$ cat src/logic/dmahrd_pkg.sv
package dmahrd_pkg;

  // ----------------------------------------
  // Port widths
  // ----------------------------------------
  localparam int unsigned ADDR_W     = 4;
  localparam int unsigned DATA_W     = 8;
  localparam int unsigned CHAN_N     = 4;
  localparam int unsigned WORD_W     = 16;
  localparam int unsigned MODE_W     = 6;

  // ----------------------------------------
  // Command-space address codes (A3..A0)
  // ----------------------------------------
  localparam logic [3:0] ADR_STATUS_CMD   = 4'h8;
  localparam logic [3:0] ADR_REQUEST      = 4'h9;
  localparam logic [3:0] ADR_SINGLE_MASK  = 4'hA;
  localparam logic [3:0] ADR_MODE         = 4'hB;
  localparam logic [3:0] ADR_PTR_CLEAR    = 4'hC;
  localparam logic [3:0] ADR_TEMP_SOFTRST = 4'hD;
  localparam logic [3:0] ADR_UNMASK_ALL   = 4'hE;
  localparam logic [3:0] ADR_ALL_MASK     = 4'hF;

  // ----------------------------------------
  // Address field positions
  // ----------------------------------------
  localparam int unsigned ADR_SPACE_BIT   = 3;
  localparam int unsigned ADR_COUNT_BIT   = 0;
  localparam int unsigned ADR_CHAN_LSB    = 1;

  // ----------------------------------------
  // Data field positions
  // ----------------------------------------
  localparam int unsigned DAT_CHAN_LSB    = 0;
  localparam int unsigned DAT_SET_BIT     = 2;
  localparam int unsigned DAT_MODE_LSB    = 2;

  // ----------------------------------------
  // Reset values
  // ----------------------------------------
  localparam logic [7:0]  RST_SETUP    = 8'h00;
  localparam logic [7:0]  RST_STATUS   = 8'h00;
  localparam logic [3:0]  RST_REQUEST  = 4'h0;
  localparam logic [7:0]  RST_TEMP     = 8'h00;
  localparam logic [3:0]  RST_MASK     = 4'hF;
  localparam logic [5:0]  RST_MODE     = 6'h00;
  localparam logic [15:0] RST_WORD     = 16'h0000;
  localparam logic [7:0]  RD_IDLE      = 8'h00;

  // ----------------------------------------
  // Word store layout: entry = {chan, isCount}
  // ----------------------------------------
  localparam int unsigned WSEL_W       = 3;

  // Controller activity
  typedef enum logic [1:0] {
    DMAHRD_IDLE   = 2'b01,
    DMAHRD_ACTIVE = 2'b10
  } dmahrd_state_e;

endpackage

$ cat src/logic/dmahrd_word_store.sv
`timescale 1ns/1ps

// ----------------------------------------
// Base and current word store, one entry per channel register
// ----------------------------------------
module dmahrd_word_store (
  // Clock and reset
  input  wire logic                              sys_clk,
  input  wire logic                              arst_n,
  // Byte write port
  input  wire logic                              wrEn,
  input  wire logic [dmahrd_pkg::WSEL_W-1:0]     wrSel,
  input  wire logic                              wrHigh,
  input  wire logic [dmahrd_pkg::DATA_W-1:0]     wrData,
  // Byte read port
  input  wire logic [dmahrd_pkg::WSEL_W-1:0]     rdSel,
  input  wire logic                              rdHigh,
  output logic      [dmahrd_pkg::DATA_W-1:0]     rdData_q,
  // Base copies for the transfer engine
  output logic      [dmahrd_pkg::WORD_W-1:0]     baseWord [8]
);
  import dmahrd_pkg::*;

  logic [WORD_W-1:0] curWord_q [8];

  // One entry per register; base and current written together
  genvar g;
  generate
    for (g = 0; g < 8; g++) begin : gEntry
      logic [WORD_W-1:0] base_q;
      always_ff @(posedge sys_clk or negedge arst_n) begin
        if (!arst_n) begin
          base_q        <= RST_WORD;
          curWord_q[g]  <= RST_WORD;
        end else if (wrEn && (wrSel == WSEL_W'(g))) begin
          if (wrHigh) begin
            base_q[15:8]       <= wrData;
            curWord_q[g][15:8] <= wrData;
          end else begin
            base_q[7:0]        <= wrData;
            curWord_q[g][7:0]  <= wrData;
          end
        end
      end
      assign baseWord[g] = base_q;
    end
  endgenerate

  // Only the current copy is readable; base stays hidden
  always_ff @(posedge sys_clk or negedge arst_n) begin
    if (!arst_n) begin
      rdData_q <= RD_IDLE;
    end else begin
      rdData_q <= rdHigh ? curWord_q[rdSel][15:8] : curWord_q[rdSel][7:0];
    end
  end

endmodule

$ cat src/logic/dmahrd_register_decoder.sv
`timescale 1ns/1ps

module dmahrd_register_decoder (
  // Clock and reset
  input  wire logic                              sys_clk,
  input  wire logic                              arst_n,
  // Host bus pins
  input  wire logic                              chip_select_n,
  input  wire logic                              io_read_strobe_n,
  input  wire logic                              io_write_strobe_n,
  input  wire logic [dmahrd_pkg::ADDR_W-1:0]     host_addr,
  input  wire logic [dmahrd_pkg::DATA_W-1:0]     data_in,
  output logic      [dmahrd_pkg::DATA_W-1:0]     data_out,
  output logic                                   data_oe_n,
  // Arbitration pins
  input  wire logic                              hold_acknowledge,
  input  wire logic [dmahrd_pkg::CHAN_N-1:0]     channel_service_request,
  // State from the transfer engine
  input  wire logic [dmahrd_pkg::CHAN_N-1:0]     terminal_count_evt,
  input  wire logic [dmahrd_pkg::DATA_W-1:0]     temp_load_data,
  input  wire logic                              temp_load_en,
  // Programmed state to the transfer engine
  output logic      [dmahrd_pkg::DATA_W-1:0]     setup_q,
  output logic      [dmahrd_pkg::CHAN_N-1:0]     request_q,
  output logic      [dmahrd_pkg::CHAN_N-1:0]     mask_q,
  output logic      [dmahrd_pkg::MODE_W*4-1:0]   mode_q,
  output logic                                   soft_reset_q,
  output logic                                   byte_ptr_q,
  output logic                                   idle_q
);
  import dmahrd_pkg::*;

  // ----------------------------------------
  // Pin synchronisers
  // ----------------------------------------
  // Three stages; strobes count once stages two and three agree
  logic [2:0] csSync_q;
  logic [2:0] rdSync_q;
  logic [2:0] wrSync_q;
  logic [2:0] hldaSync_q;
  logic       csLvl_q;
  logic       rdLvl_q;
  logic       wrLvl_q;
  logic       hldaLvl_q;
  logic       rdLvlDly_q;
  logic       wrLvlDly_q;

  always_ff @(posedge sys_clk or negedge arst_n) begin
    if (!arst_n) begin
      csSync_q   <= 3'b111;
      rdSync_q   <= 3'b111;
      wrSync_q   <= 3'b111;
      hldaSync_q <= 3'b000;
    end else begin
      csSync_q   <= {csSync_q[1:0], chip_select_n};
      rdSync_q   <= {rdSync_q[1:0], io_read_strobe_n};
      wrSync_q   <= {wrSync_q[1:0], io_write_strobe_n};
      hldaSync_q <= {hldaSync_q[1:0], hold_acknowledge};
    end
  end

  // Filtered levels change only when the last two stages agree
  always_ff @(posedge sys_clk or negedge arst_n) begin
    if (!arst_n) begin
      csLvl_q   <= 1'b1;
      rdLvl_q   <= 1'b1;
      wrLvl_q   <= 1'b1;
      hldaLvl_q <= 1'b0;
    end else begin
      if (csSync_q[1] == csSync_q[2]) csLvl_q <= csSync_q[2];
      if (rdSync_q[1] == rdSync_q[2]) rdLvl_q <= rdSync_q[2];
      if (wrSync_q[1] == wrSync_q[2]) wrLvl_q <= wrSync_q[2];
      if (hldaSync_q[1] == hldaSync_q[2]) hldaLvl_q <= hldaSync_q[2];
    end
  end

  always_ff @(posedge sys_clk or negedge arst_n) begin
    if (!arst_n) begin
      rdLvlDly_q <= 1'b1;
      wrLvlDly_q <= 1'b1;
    end else begin
      rdLvlDly_q <= rdLvl_q;
      wrLvlDly_q <= wrLvl_q;
    end
  end

  // ----------------------------------------
  // Access decode
  // ----------------------------------------
  // Address and data are stable by the strobe edge, so sampling them
  // directly beside the filtered strobe is safe for a quasi-static bus.
  logic       hostOwn;
  logic       wrPulse;
  logic       rdPulse;
  logic       rdActive;
  logic       chanSpace;
  logic       chanWr;
  logic       chanRd;
  logic [3:0] cmdWr;

  assign hostOwn   = !csLvl_q && !hldaLvl_q;
  // Write acts on the trailing edge, when data is surely settled
  assign wrPulse   = hostOwn && !wrLvlDly_q && wrLvl_q;
  assign rdPulse   = hostOwn && !rdLvlDly_q && rdLvl_q;
  assign rdActive  = hostOwn && !rdLvl_q;
  assign chanSpace = !host_addr[ADR_SPACE_BIT];
  assign chanWr    = wrPulse && chanSpace;
  assign chanRd    = rdPulse && chanSpace;
  assign cmdWr     = host_addr;

  // ----------------------------------------
  // Soft reset and byte pointer
  // ----------------------------------------
  logic softRst;
  assign softRst = wrPulse && (cmdWr == ADR_TEMP_SOFTRST);

  // Pulse out so the transfer engine can drop to idle
  always_ff @(posedge sys_clk or negedge arst_n) begin
    if (!arst_n) begin
      soft_reset_q <= 1'b0;
    end else begin
      soft_reset_q <= softRst;
    end
  end

  // Pointer toggles after every channel byte access
  always_ff @(posedge sys_clk or negedge arst_n) begin
    if (!arst_n) begin
      byte_ptr_q <= 1'b0;
    end else if (softRst) begin
      byte_ptr_q <= 1'b0;
    end else if (wrPulse && (cmdWr == ADR_PTR_CLEAR)) begin
      byte_ptr_q <= 1'b0;
    end else if (chanWr || chanRd) begin
      byte_ptr_q <= ~byte_ptr_q;
    end
  end

  // ----------------------------------------
  // Channel word store
  // ----------------------------------------
  logic [DATA_W-1:0] wordRd;
  logic [WORD_W-1:0] baseWord [8];

  // Each byte lands as soon as written; a live unmasked channel may start
  // on a half-written value, which is why software masks it first.
  dmahrd_word_store uStore (
    .sys_clk  (sys_clk),
    .arst_n   (arst_n),
    .wrEn     (chanWr),
    .wrSel    (host_addr[2:0]),
    .wrHigh   (byte_ptr_q),
    .wrData   (data_in),
    .rdSel    (host_addr[2:0]),
    .rdHigh   (byte_ptr_q),
    .rdData_q (wordRd),
    .baseWord (baseWord)
  );

  // ----------------------------------------
  // Command and request registers
  // ----------------------------------------
  always_ff @(posedge sys_clk or negedge arst_n) begin
    if (!arst_n) begin
      setup_q <= RST_SETUP;
    end else if (softRst) begin
      setup_q <= RST_SETUP;
    end else if (wrPulse && (cmdWr == ADR_STATUS_CMD)) begin
      setup_q <= data_in;
    end
  end

  // Request bit addressed by data; terminal count clears, write wins
  always_ff @(posedge sys_clk or negedge arst_n) begin
    if (!arst_n) begin
      request_q <= RST_REQUEST;
    end else if (softRst) begin
      request_q <= RST_REQUEST;
    end else begin
      for (int i = 0; i < CHAN_N; i++) begin
        if (wrPulse && (cmdWr == ADR_REQUEST) && (data_in[1:0] == 2'(i))) begin
          request_q[i] <= data_in[DAT_SET_BIT];
        end else if (terminal_count_evt[i]) begin
          request_q[i] <= 1'b0;
        end
      end
    end
  end

  // ----------------------------------------
  // Mask register
  // ----------------------------------------
  always_ff @(posedge sys_clk or negedge arst_n) begin
    if (!arst_n) begin
      mask_q <= RST_MASK;
    end else if (softRst) begin
      mask_q <= RST_MASK;
    end else if (wrPulse && (cmdWr == ADR_UNMASK_ALL)) begin
      mask_q <= 4'h0;
    end else if (wrPulse && (cmdWr == ADR_ALL_MASK)) begin
      mask_q <= data_in[3:0];
    end else if (wrPulse && (cmdWr == ADR_SINGLE_MASK)) begin
      // Only the named bit moves, and
      mask_q[data_in[1:0]] <= data_in[DAT_SET_BIT];
    end
  end

  // ----------------------------------------
  // Mode registers
  // ----------------------------------------
  genvar g;
  generate
    for (g = 0; g < CHAN_N; g++) begin : gMode
      always_ff @(posedge sys_clk or negedge arst_n) begin
        if (!arst_n) begin
          mode_q[g*MODE_W +: MODE_W] <= RST_MODE;
        end else if (wrPulse && (cmdWr == ADR_MODE) && (data_in[1:0] == 2'(g))) begin
          // Low two data bits name the channel, and
          mode_q[g*MODE_W +: MODE_W] <= data_in[7:DAT_MODE_LSB];
        end
      end
    end
  endgenerate

  // ----------------------------------------
  // Status and temporary registers
  // ----------------------------------------
  logic [DATA_W-1:0] status_q;
  logic [DATA_W-1:0] temp_q;
  logic [CHAN_N-1:0] dreqSync1_q;
  logic [CHAN_N-1:0] dreqSync2_q;
  logic [CHAN_N-1:0] dreqSync3_q;
  logic              statusRd;

  assign statusRd = rdPulse && (cmdWr == ADR_STATUS_CMD);

  always_ff @(posedge sys_clk or negedge arst_n) begin
    if (!arst_n) begin
      dreqSync1_q <= 4'h0;
      dreqSync2_q <= 4'h0;
      dreqSync3_q <= 4'h0;
    end else begin
      dreqSync1_q <= channel_service_request;
      dreqSync2_q <= dreqSync1_q;
      dreqSync3_q <= dreqSync2_q;
    end
  end

  // Terminal count flags clear on read, but a new count wins the clear
  always_ff @(posedge sys_clk or negedge arst_n) begin
    if (!arst_n) begin
      status_q <= RST_STATUS;
    end else if (softRst) begin
      status_q <= RST_STATUS;
    end else begin
      // Request bits move only once the last two stages agree
      status_q[7:4] <= (dreqSync2_q & dreqSync3_q) | (status_q[7:4] & (dreqSync2_q | dreqSync3_q));
      status_q[3:0] <= (statusRd ? 4'h0 : status_q[3:0]) | terminal_count_evt;
    end
  end

  always_ff @(posedge sys_clk or negedge arst_n) begin
    if (!arst_n) begin
      temp_q <= RST_TEMP;
    end else if (softRst) begin
      temp_q <= RST_TEMP;
    end else if (temp_load_en) begin
      temp_q <= temp_load_data;
    end
  end

  // ----------------------------------------
  // Activity state
  // ----------------------------------------
  dmahrd_state_e state_q;

  always_ff @(posedge sys_clk or negedge arst_n) begin
    if (!arst_n) begin
      state_q <= DMAHRD_IDLE;
    end else if (softRst) begin
      state_q <= DMAHRD_IDLE;
    end else begin
      case (state_q)
        DMAHRD_IDLE:   if (hldaLvl_q) state_q <= DMAHRD_ACTIVE;
        DMAHRD_ACTIVE: if (!hldaLvl_q) state_q <= DMAHRD_IDLE;
        default:       state_q <= DMAHRD_IDLE;
      endcase
    end
  end

  always_ff @(posedge sys_clk or negedge arst_n) begin
    if (!arst_n) begin
      idle_q <= 1'b1;
    end else begin
      idle_q <= (state_q == DMAHRD_IDLE);
    end
  end

  // ----------------------------------------
  // Read data drive
  // ----------------------------------------
  // Illegal read codes return zero rather than stale data
  always_ff @(posedge sys_clk or negedge arst_n) begin
    if (!arst_n) begin
      data_out  <= RD_IDLE;
      data_oe_n <= 1'b1;
    end else begin
      data_oe_n <= !rdActive;
      if (chanSpace) begin
        data_out <= wordRd;
      end else if (cmdWr == ADR_STATUS_CMD) begin
        data_out <= status_q;
      end else if (cmdWr == ADR_TEMP_SOFTRST) begin
        data_out <= temp_q;
      end else begin
        data_out <= RD_IDLE;
      end
    end
  end

endmodule

$ cat config.mk
export PLATFORM = sky130hd
export DESIGN_NAME = dmahrd_register_decoder
export DESIGN_NICKNAME = d
export VERILOG_FILES = /design/src/logic/dmahrd_pkg.sv /design/src/logic/dmahrd_word_store.sv /design/src/logic/dmahrd_register_decoder.sv
export SDC_FILE = /design/constraint.sdc
export NUM_CORES = 1
export LEC_CHECK = 0
export ABC_AREA = 1
export CAP_MARGIN = 0
export CORE_ASPECT_RATIO = 1.4
export CORE_UTILIZATION = 38
export CTS_BUF_LIST = sky130_fd_sc_hd__clkbuf_16
export DETAILED_ROUTE_END_ITERATION = 6
export DONT_BUFFER_PORTS = 1
export MAX_ROUTING_LAYER = met4
export PLACE_DENSITY = 0.5
export SLEW_MARGIN = 20
export SYNTH_ARGS = -nofsm -noshare
export SYNTH_HDL_FRONTEND = slang
export SYNTH_HIERARCHICAL = 1
export SYNTH_SLANG_ARGS = --single-unit
export TNS_END_PERCENT = 5
$ cat constraint.sdc
create_clock -name sys_clk -period 2.3 [get_ports sys_clk]
set_clock_uncertainty 0.2 [all_clocks]
set_input_delay 0.115 -clock sys_clk [delete_from_list [all_inputs] [get_ports sys_clk]]
set_output_delay 0.115 -clock sys_clk [all_outputs]
set_load 0.05 [all_outputs]
==> run_results.csv, run 1 <==
group,metric,value,unit
power_and_ir_drop,power.leakage,6.01,nW
logic_synthesis,yosysSeqAreaShare,56.2,%
placement,place_inst,1569,
worst_setup_path,slowest_delay,0.54,ns
global_route,overflow,0,
worst_setup_path,reg2reg_depth,11,
worst_setup_path,setup.worst_path.class,"register to register",
die,die_width,143,um
detailed_routing,wl,28500,um
finish,diodes,0,
clock_tree,clk_pin_slew,0.07,ns
worst_setup_path,crit_top_cell,"nand2_1",
detailed_routing,final_antenna_net_count,0,
worst_setup_path,r2r-start,"wrLvl_q",
finish,fillerInstances,2653,
logic_synthesis,synth_warnings,6,
power_and_ir_drop,p_per_area,841,mW/mm2
detailed_routing,drc,0,
clock_tree,cts_tree,"built",
logic_synthesis,synth_seq_cells,236,
flow_run,cap_violations,0,
placement,place_hpwl,17700,um
finish,final_cells,1672,
finish,area_growth,18.0,%
die,die_h,199,um
worst_setup_path,worstSetupEndpointType,"register",
worst_setup_path,path_buf_inv,4,
clock_tree,cts.sinks,236,
detailed_routing,initialDrtViolationCount,535,
finish,layout_common_cells,"399 x nand2_1, 214 x dfrtp_1, 153 x inv_1, 125 x nand3_1, 96 x o21ai_0",
global_route,grt_usage,21.8,%
timing,holdWs,-0.921,ns
logic_synthesis,avgSynthCellArea,8.58,um2
run_status,status,"finished with violations",
timing,fin_crit,2.14,ns
worst_setup_path,rr_endpoint,"uStore/curWord_q[71]",
finish,drive_above_1_share,13.2,%
clock_tree,cts_buffer_depth,3,
timing,fin_crit_sh,93.2,%
timing,max_freq,467,MHz
die,rows,71,
run_status,violations,"negative hold slack",
timing,finalMaxSlewViolations,0,
global_route,grt_pass1_wl,46000,um
detailed_routing,vias,8053,
logic_synthesis,synthesis.nets,1266,
timing,setup_viol,0,
die,dieArea,0.0285,mm2
die,start_util,39.0,%
worst_setup_path,path_cells,"nand2_1, nor3_1, buf_4, inv_1, nor2_2, inv_2, nor2_1, nand2_1, buf_12, nand2_1, o21ai_2",
die,core-area,0.0271,mm2
global_route,grt_max_degree,237,
detailed_routing,wl_per_cell,17.1,um
timing,max_slew_margin,44.0,%
logic_synthesis,synthCells,1231,
hold_path,hold_path_class,"input pin to asynchronous set/reset pin",
finish,final_cell_area,0.0125,mm2
worst_setup_path,critPathLaunchType,"register",
clock_tree,htree_levels,1,
worst_setup_path,required,2.48,ns
placement,dp_slack,0.177,ns
placement,gp_congestion,0.804,
placement,portBuffers,0,
finish,final_common_cell,"nand2_1",
timing,grt_setup_unrepaired,"false",
clock_tree,clock_latency,0.53,ns
timing,fin_ws,0.157,ns
power_and_ir_drop,peakVddDrop,0.544,mV
detailed_routing,vias_per_cell,4.82,
timing,finalSetupTns,0,ns
logic_synthesis,netlist-cell-type-count,30,
global_route,grt_pass1_vias,8055,
worst_setup_path,ff2ff_setup_slack,0.16,ns
clock_tree,postCtsHoldBufs,57,
die,io_pins,87,
clock_tree,cts-root-buf,"clkbuf_16",
timing,hold_viol_final,236,
logic_synthesis,synth.cell_area,0.0106,mm2
placement,dpl_cell_area,0.0110,mm2
worst_setup_path,crit_fanout,16,
global_route,antenna_found_initial,1,
timing,tightest_slew,0.840,ns
worst_setup_path,crit_family,"simple AND/OR/NAND/NOR gates",
worst_setup_path,cp.arrival,2.33,ns
finish,fin_nets,1324,
detailed_routing,firstDrtPassIters,5,
clock_tree,cts_inserted_buffers,24,
power_and_ir_drop,finalPower,10.5,mW
worst_setup_path,slowest_stage,"dfstp_2",
-- synthesized netlist by cell type, drive strengths merged --
cell type | instances | area [um2]
dfstp | 21 | 552
nand3 | 130 | 656
inv | 157 | 589
or2 | 2 | 15.0
o211ai | 9 | 67.6
a21oi | 10 | 50.1
nand4 | 6 | 37.5
clkbuf | 17 | 63.8
dfrtp | 215 | 5380
maj3 | 4 | 40.0
o31ai | 8 | 65.1
nor2 | 23 | 124
o21ai | 173 | 1050
nor3 | 3 | 15.0
clkinv | 1 | 3.75
buf | 43 | 290
nand2 | 409 | 1570
-- routing by layer --
layer / global-route usage [%] / share of wire [%] / vias up
met5: - / 0 / -
met4: 6.85 / 2.5 / 0
met3: 2.08 / 3.3 / 41
met2: 37.6 / 51 / 146
met1: 26.9 / 44 / 3853
li1: - / - / 4013
-- through the flow --
| stage | util [%] | hold WS, ns |
|---|---|---|
| 2_1_floorplan | - | -0.381 |
| 3_3_place_gp | 40.6 | -0.376 |
| 3_5_place_dp | 40.6 | -0.375 |
| 4_1_cts | 45.8 | -0.935 |
| 5_1_grt | 46.0 | -0.936 |
| 6_report | 46.0 | -0.921 |
-- registers in the layout, summed over array words and instances, names as in the netlist, 8 cells and up --
register and cells:
temp_q 8, uStore/curWord_q 40, uStore/rdData_q 8, setup_q 8
uStore/gEntry.base_q 88, status_q 8, mode_q 24, data_out 8
-- how the worst max path moves through the flow --
stage,from,end,slack [ns],cells past startpoint
6_report,wrLvl_q,uStore/curWord_q[71],0.16,11
5_1_grt,wrLvl_q,uStore/curWord_q[71],0.002,11
4_1_cts,host_addr[2],mask_q[2],0.009,10
3_5_place_dp,wrLvl_q,uStore/gEntry[3].base_q[15],0.18,11
3_3_place_gp,wrLvl_q,uStore/curWord_q[71],0.20,11
2_1_floorplan,wrLvl_q,uStore/curWord_q[70],0.35,10
-- timing repair --
item | in CTS | in global routing
endpoints found under the hold margin | 442 | 236
buffers inserted | 0 | 2
gates resized for setup | 0 | 14
endpoints found under the setup margin | 0 | 12
-- power breakdown --
group          switching, mW  internal (mW)
Sequential             0.542           4.60
Clock                   1.68           2.42
Combinational          0.757          0.488
-- final cells by class --
class                   count  area (um2)  share of cell area (%)
clock inverters            19         191                    1.54
clock buffers              25         626                    5.02
repair buffers             92         951                    7.63
well taps                 365         457                    3.66
inverters                 158         593                    4.76
flip-flops and latches    236        5930                    47.6
multi-input cells         777        3720                    29.8
-- logic make-up (layout without fill, tap and decap cells) --
group | Yosys count | count (layout) | synth area share (%)
AOI/OAI and AO/OA | 200 | 200 | 11.6
adders and majority gates | 4 | 4 | 0.379
buffers and inverters | 218 | 294 | 8.97
DFF | 236 | 236 | 56.2
and+or+nand+nor | 573 | 573 | 22.9
Power figures use the tool's default switching activity.
==> inputs of run 2 (changes only) <==
--- a/config.mk
+++ b/config.mk
@@ -13,7 +13,7 @@
 export DETAILED_ROUTE_END_ITERATION = 6
 export DONT_BUFFER_PORTS = 1
 export MAX_ROUTING_LAYER = met4
-export PLACE_DENSITY = 0.5
+export PLACE_DENSITY = 0.53
 export SLEW_MARGIN = 20
 export SYNTH_ARGS = -nofsm -noshare
 export SYNTH_HDL_FRONTEND = slang
==> run 2 against run 1 <==
  * The run still ends with negative hold slack left
  * Via count is 1.0% higher
  * Power is 3.1% lower
  * Critical path depth is 3 lower
  * Flip-flop and latch count stayed put
  * First-iteration DRC count is 19% lower
  * Fmax is 4.0% lower
  * Sequential power hardly changed
  * Die area stayed put
  * Core utilization is 0.64 points lower
  * Worst hold slack better by 0.018 ns
  * Largest power group unchanged
  * Highest routed layer unchanged
==> run_results.csv, run 2 (synthesized netlist as in run 1, its figures left out) <==
group,metric,value,unit
run_status,status,"finished with violations",
run_status,violations,"negative hold slack",
timing,max_slew_margin,45.4,%
detailed_routing,firstDrtPassIters,5,
clock_tree,cts_buffer_depth,3,
finish,final_cells,1664,
global_route,grt_max_degree,237,
timing,max_freq,448,MHz
finish,fin_nets,1317,
detailed_routing,wl_per_cell,17.1,um
die,io_pins,87,
finish,drive_above_1_share,12.1,%
detailed_routing,final_antenna_net_count,0,
global_route,overflow,0,
worst_setup_path,rr_endpoint,"uStore/rdData_q[1]",
worst_setup_path,crit_fanout,2,
detailed_routing,vias_per_cell,4.89,
flow_run,cap_violations,0,
global_route,grt_pass1_wl,45200,um
die,core-area,0.0271,mm2
finish,largest-register,"uStore/gEntry.base_q",
die,dieArea,0.0285,mm2
die,die_h,199,um
clock_tree,clk_pin_slew,0.06,ns
power_and_ir_drop,switching_share,28.7,%
timing,grt_setup_unrepaired,"true",
finish,final_cell_area,0.0123,mm2
clock_tree,cts_tree,"built",
power_and_ir_drop,p_int,7.25,mW
finish,fillerInstances,2678,
finish,diodes,0,
placement,dp_slack,-0.103,ns
worst_setup_path,setup.worst_path.class,"register to register",
worst_setup_path,reg2reg_depth,8,
placement,place_inst,1563,
worst_setup_path,cp.arrival,2.43,ns
clock_tree,cts_setup_buffers,0,
global_route,antenna_found_initial,0,
clock_tree,cts-root-buf,"clkbuf_16",
clock_tree,cts.sinks,236,
worst_setup_path,critPathLaunchType,"register",
clock_tree,cts_inserted_buffers,24,
power_and_ir_drop,power.leakage,5.89,nW
finish,area_growth,16.4,%
power_and_ir_drop,seqPwrFrac,50.5,%
detailed_routing,initialDrtViolationCount,431,
finish,final_common_cell,"nand2_1",
worst_setup_path,required,2.50,ns
finish,utilization,45.4,%
placement,place_hpwl,17600,um
worst_setup_path,r2r-start,"uStore/gEntry[6].base_q[9]",
worst_setup_path,worstSetupEndpointType,"register",
finish,largest_reg_flops,88,
die,rows,71,
detailed_routing,vias,8134,
timing,fin_crit_sh,97.1,%
die,start_util,39.0,%
clock_tree,htree_levels,1,
timing,setup_viol,0,
global_route,grt_usage,21.4,%
placement,portBuffers,0,
placement,dpl_cell_area,0.0109,mm2
timing,hold_viol_final,236,
power_and_ir_drop,switching_power,2.91,mW
global_route,grt_pass1_vias,7974,
detailed_routing,wl,28400,um
timing,tightest_slew,0.818,ns
timing,finalSetupTns,0,ns
die,die_width,143,um
timing,fin_ws,0.0673,ns
finish,reg_top3,"uStore/gEntry.base_q (88), uStore/curWord_q (40), mode_q (24)",
timing,finalMaxSlewViolations,0,
placement,gp_congestion,0.848,
timing,fin_crit,2.23,ns
power_and_ir_drop,pwr-share-comb,12.1,%
hold_path,hold_path_class,"input pin to asynchronous set/reset pin",
timing,holdWs,-0.902,ns
detailed_routing,drc,0,
finish,layout_common_cells,"400 x nand2_1, 215 x dfrtp_1, 157 x inv_1, 127 x nand3_1, 96 x o21ai_0",
power_and_ir_drop,clkPwrFrac,37.4,%
power_and_ir_drop,finalPower,10.2,mW
clock_tree,clock_latency,0.52,ns
power_and_ir_drop,peakVddDrop,0.375,mV
worst_setup_path,ff2ff_setup_slack,0.07,ns
power_and_ir_drop,p_per_area,826,mW/mm2
## run 2: cell types whose count changed in the layout (fill, tap and decap cells not counted), moves of 2 or more
cell	change
dlygate4sd3_1	+4
bufinv_16	-2
nand3_1	+2
clkinv_2	-5
nand3_2	-2
buf_12	-4
buf_4	-4
dlymetal6s4s_1	-3
inv_1	+4
nand2_4	-2
## run 2: area by class of cell
| class | instances | area [um2] | share of cell area [%] |
|---|---|---|---|
| flip-flops and latches | 236 | 5930 | 48.2 |
| repair buffers | 85 | 843 | 6.86 |
| multi-input cells | 777 | 3710 | 30.2 |
| well taps | 365 | 457 | 3.71 |
| clock inverters | 18 | 134 | 1.09 |
| inverters | 158 | 596 | 4.84 |
| clock buffers | 25 | 626 | 5.09 |
## run 2: metal layers
metal | share of wire, % | GRT usage, % | wire length, um
met1 | 41 | 24.3 | 11600
met2 | 52 | 38.1 | 14700
met3 | 4.3 | 2.97 | 1210
met4 | 3.2 | 7.85 | 898
met5 | 0 | - | 0
## run 2: critical path: stages (launching register included)
cell	delay, ns
dfrtp_1	0.38
inv_1	0.06
nand2_1	0.07
nand3_1	0.08
nand3_1	0.07
dlygate4sd3_1	0.57
nand3_1	0.08
dlygate4sd3_1	0.54
nand2_1	0.06
## run 2: worst max path at each step
| stage | start | end | slack (ns) | depth (start not counted) |
|---|---|---|---|---|
| 2_1_floorplan | wrLvl_q | uStore/curWord_q[70] | 0.35 | 10 |
| 3_3_place_gp | wrLvl_q | uStore/gEntry[5].base_q[9] | -0.07 | 7 |
| 3_5_place_dp | wrLvl_q | uStore/gEntry[5].base_q[7] | -0.10 | 6 |
| 4_1_cts | wrLvl_q | uStore/gEntry[5].base_q[7] | 0.04 | 6 |
| 5_1_grt | wrLvl_q | uStore/gEntry[5].base_q[5] | -0.07 | 6 |
| 6_report | uStore/gEntry[6].base_q[9] | uStore/rdData_q[1] | 0.07 | 8 |
## run 2: power by group through the flow
stage	clock, mW	combinational, mW	sequential (mW)
4_1_cts	3.91	1.23	5.14
2_1_floorplan	0	0.812	5.15
3_5_place_dp	0	1.07	5.21
6_report	3.80	1.23	5.13
5_1_grt	4.07	1.39	5.18
3_3_place_gp	0	1.06	5.20
## run 2: timing repair
item                                    4_1_cts  5_1_grt
hold buffers                                 58        1
endpoints found under the setup margin       50       74
gates resized for setup                       1        9
pin swaps                                     0        1
gates cloned                                  0        0
endpoints found under the hold margin       437      237
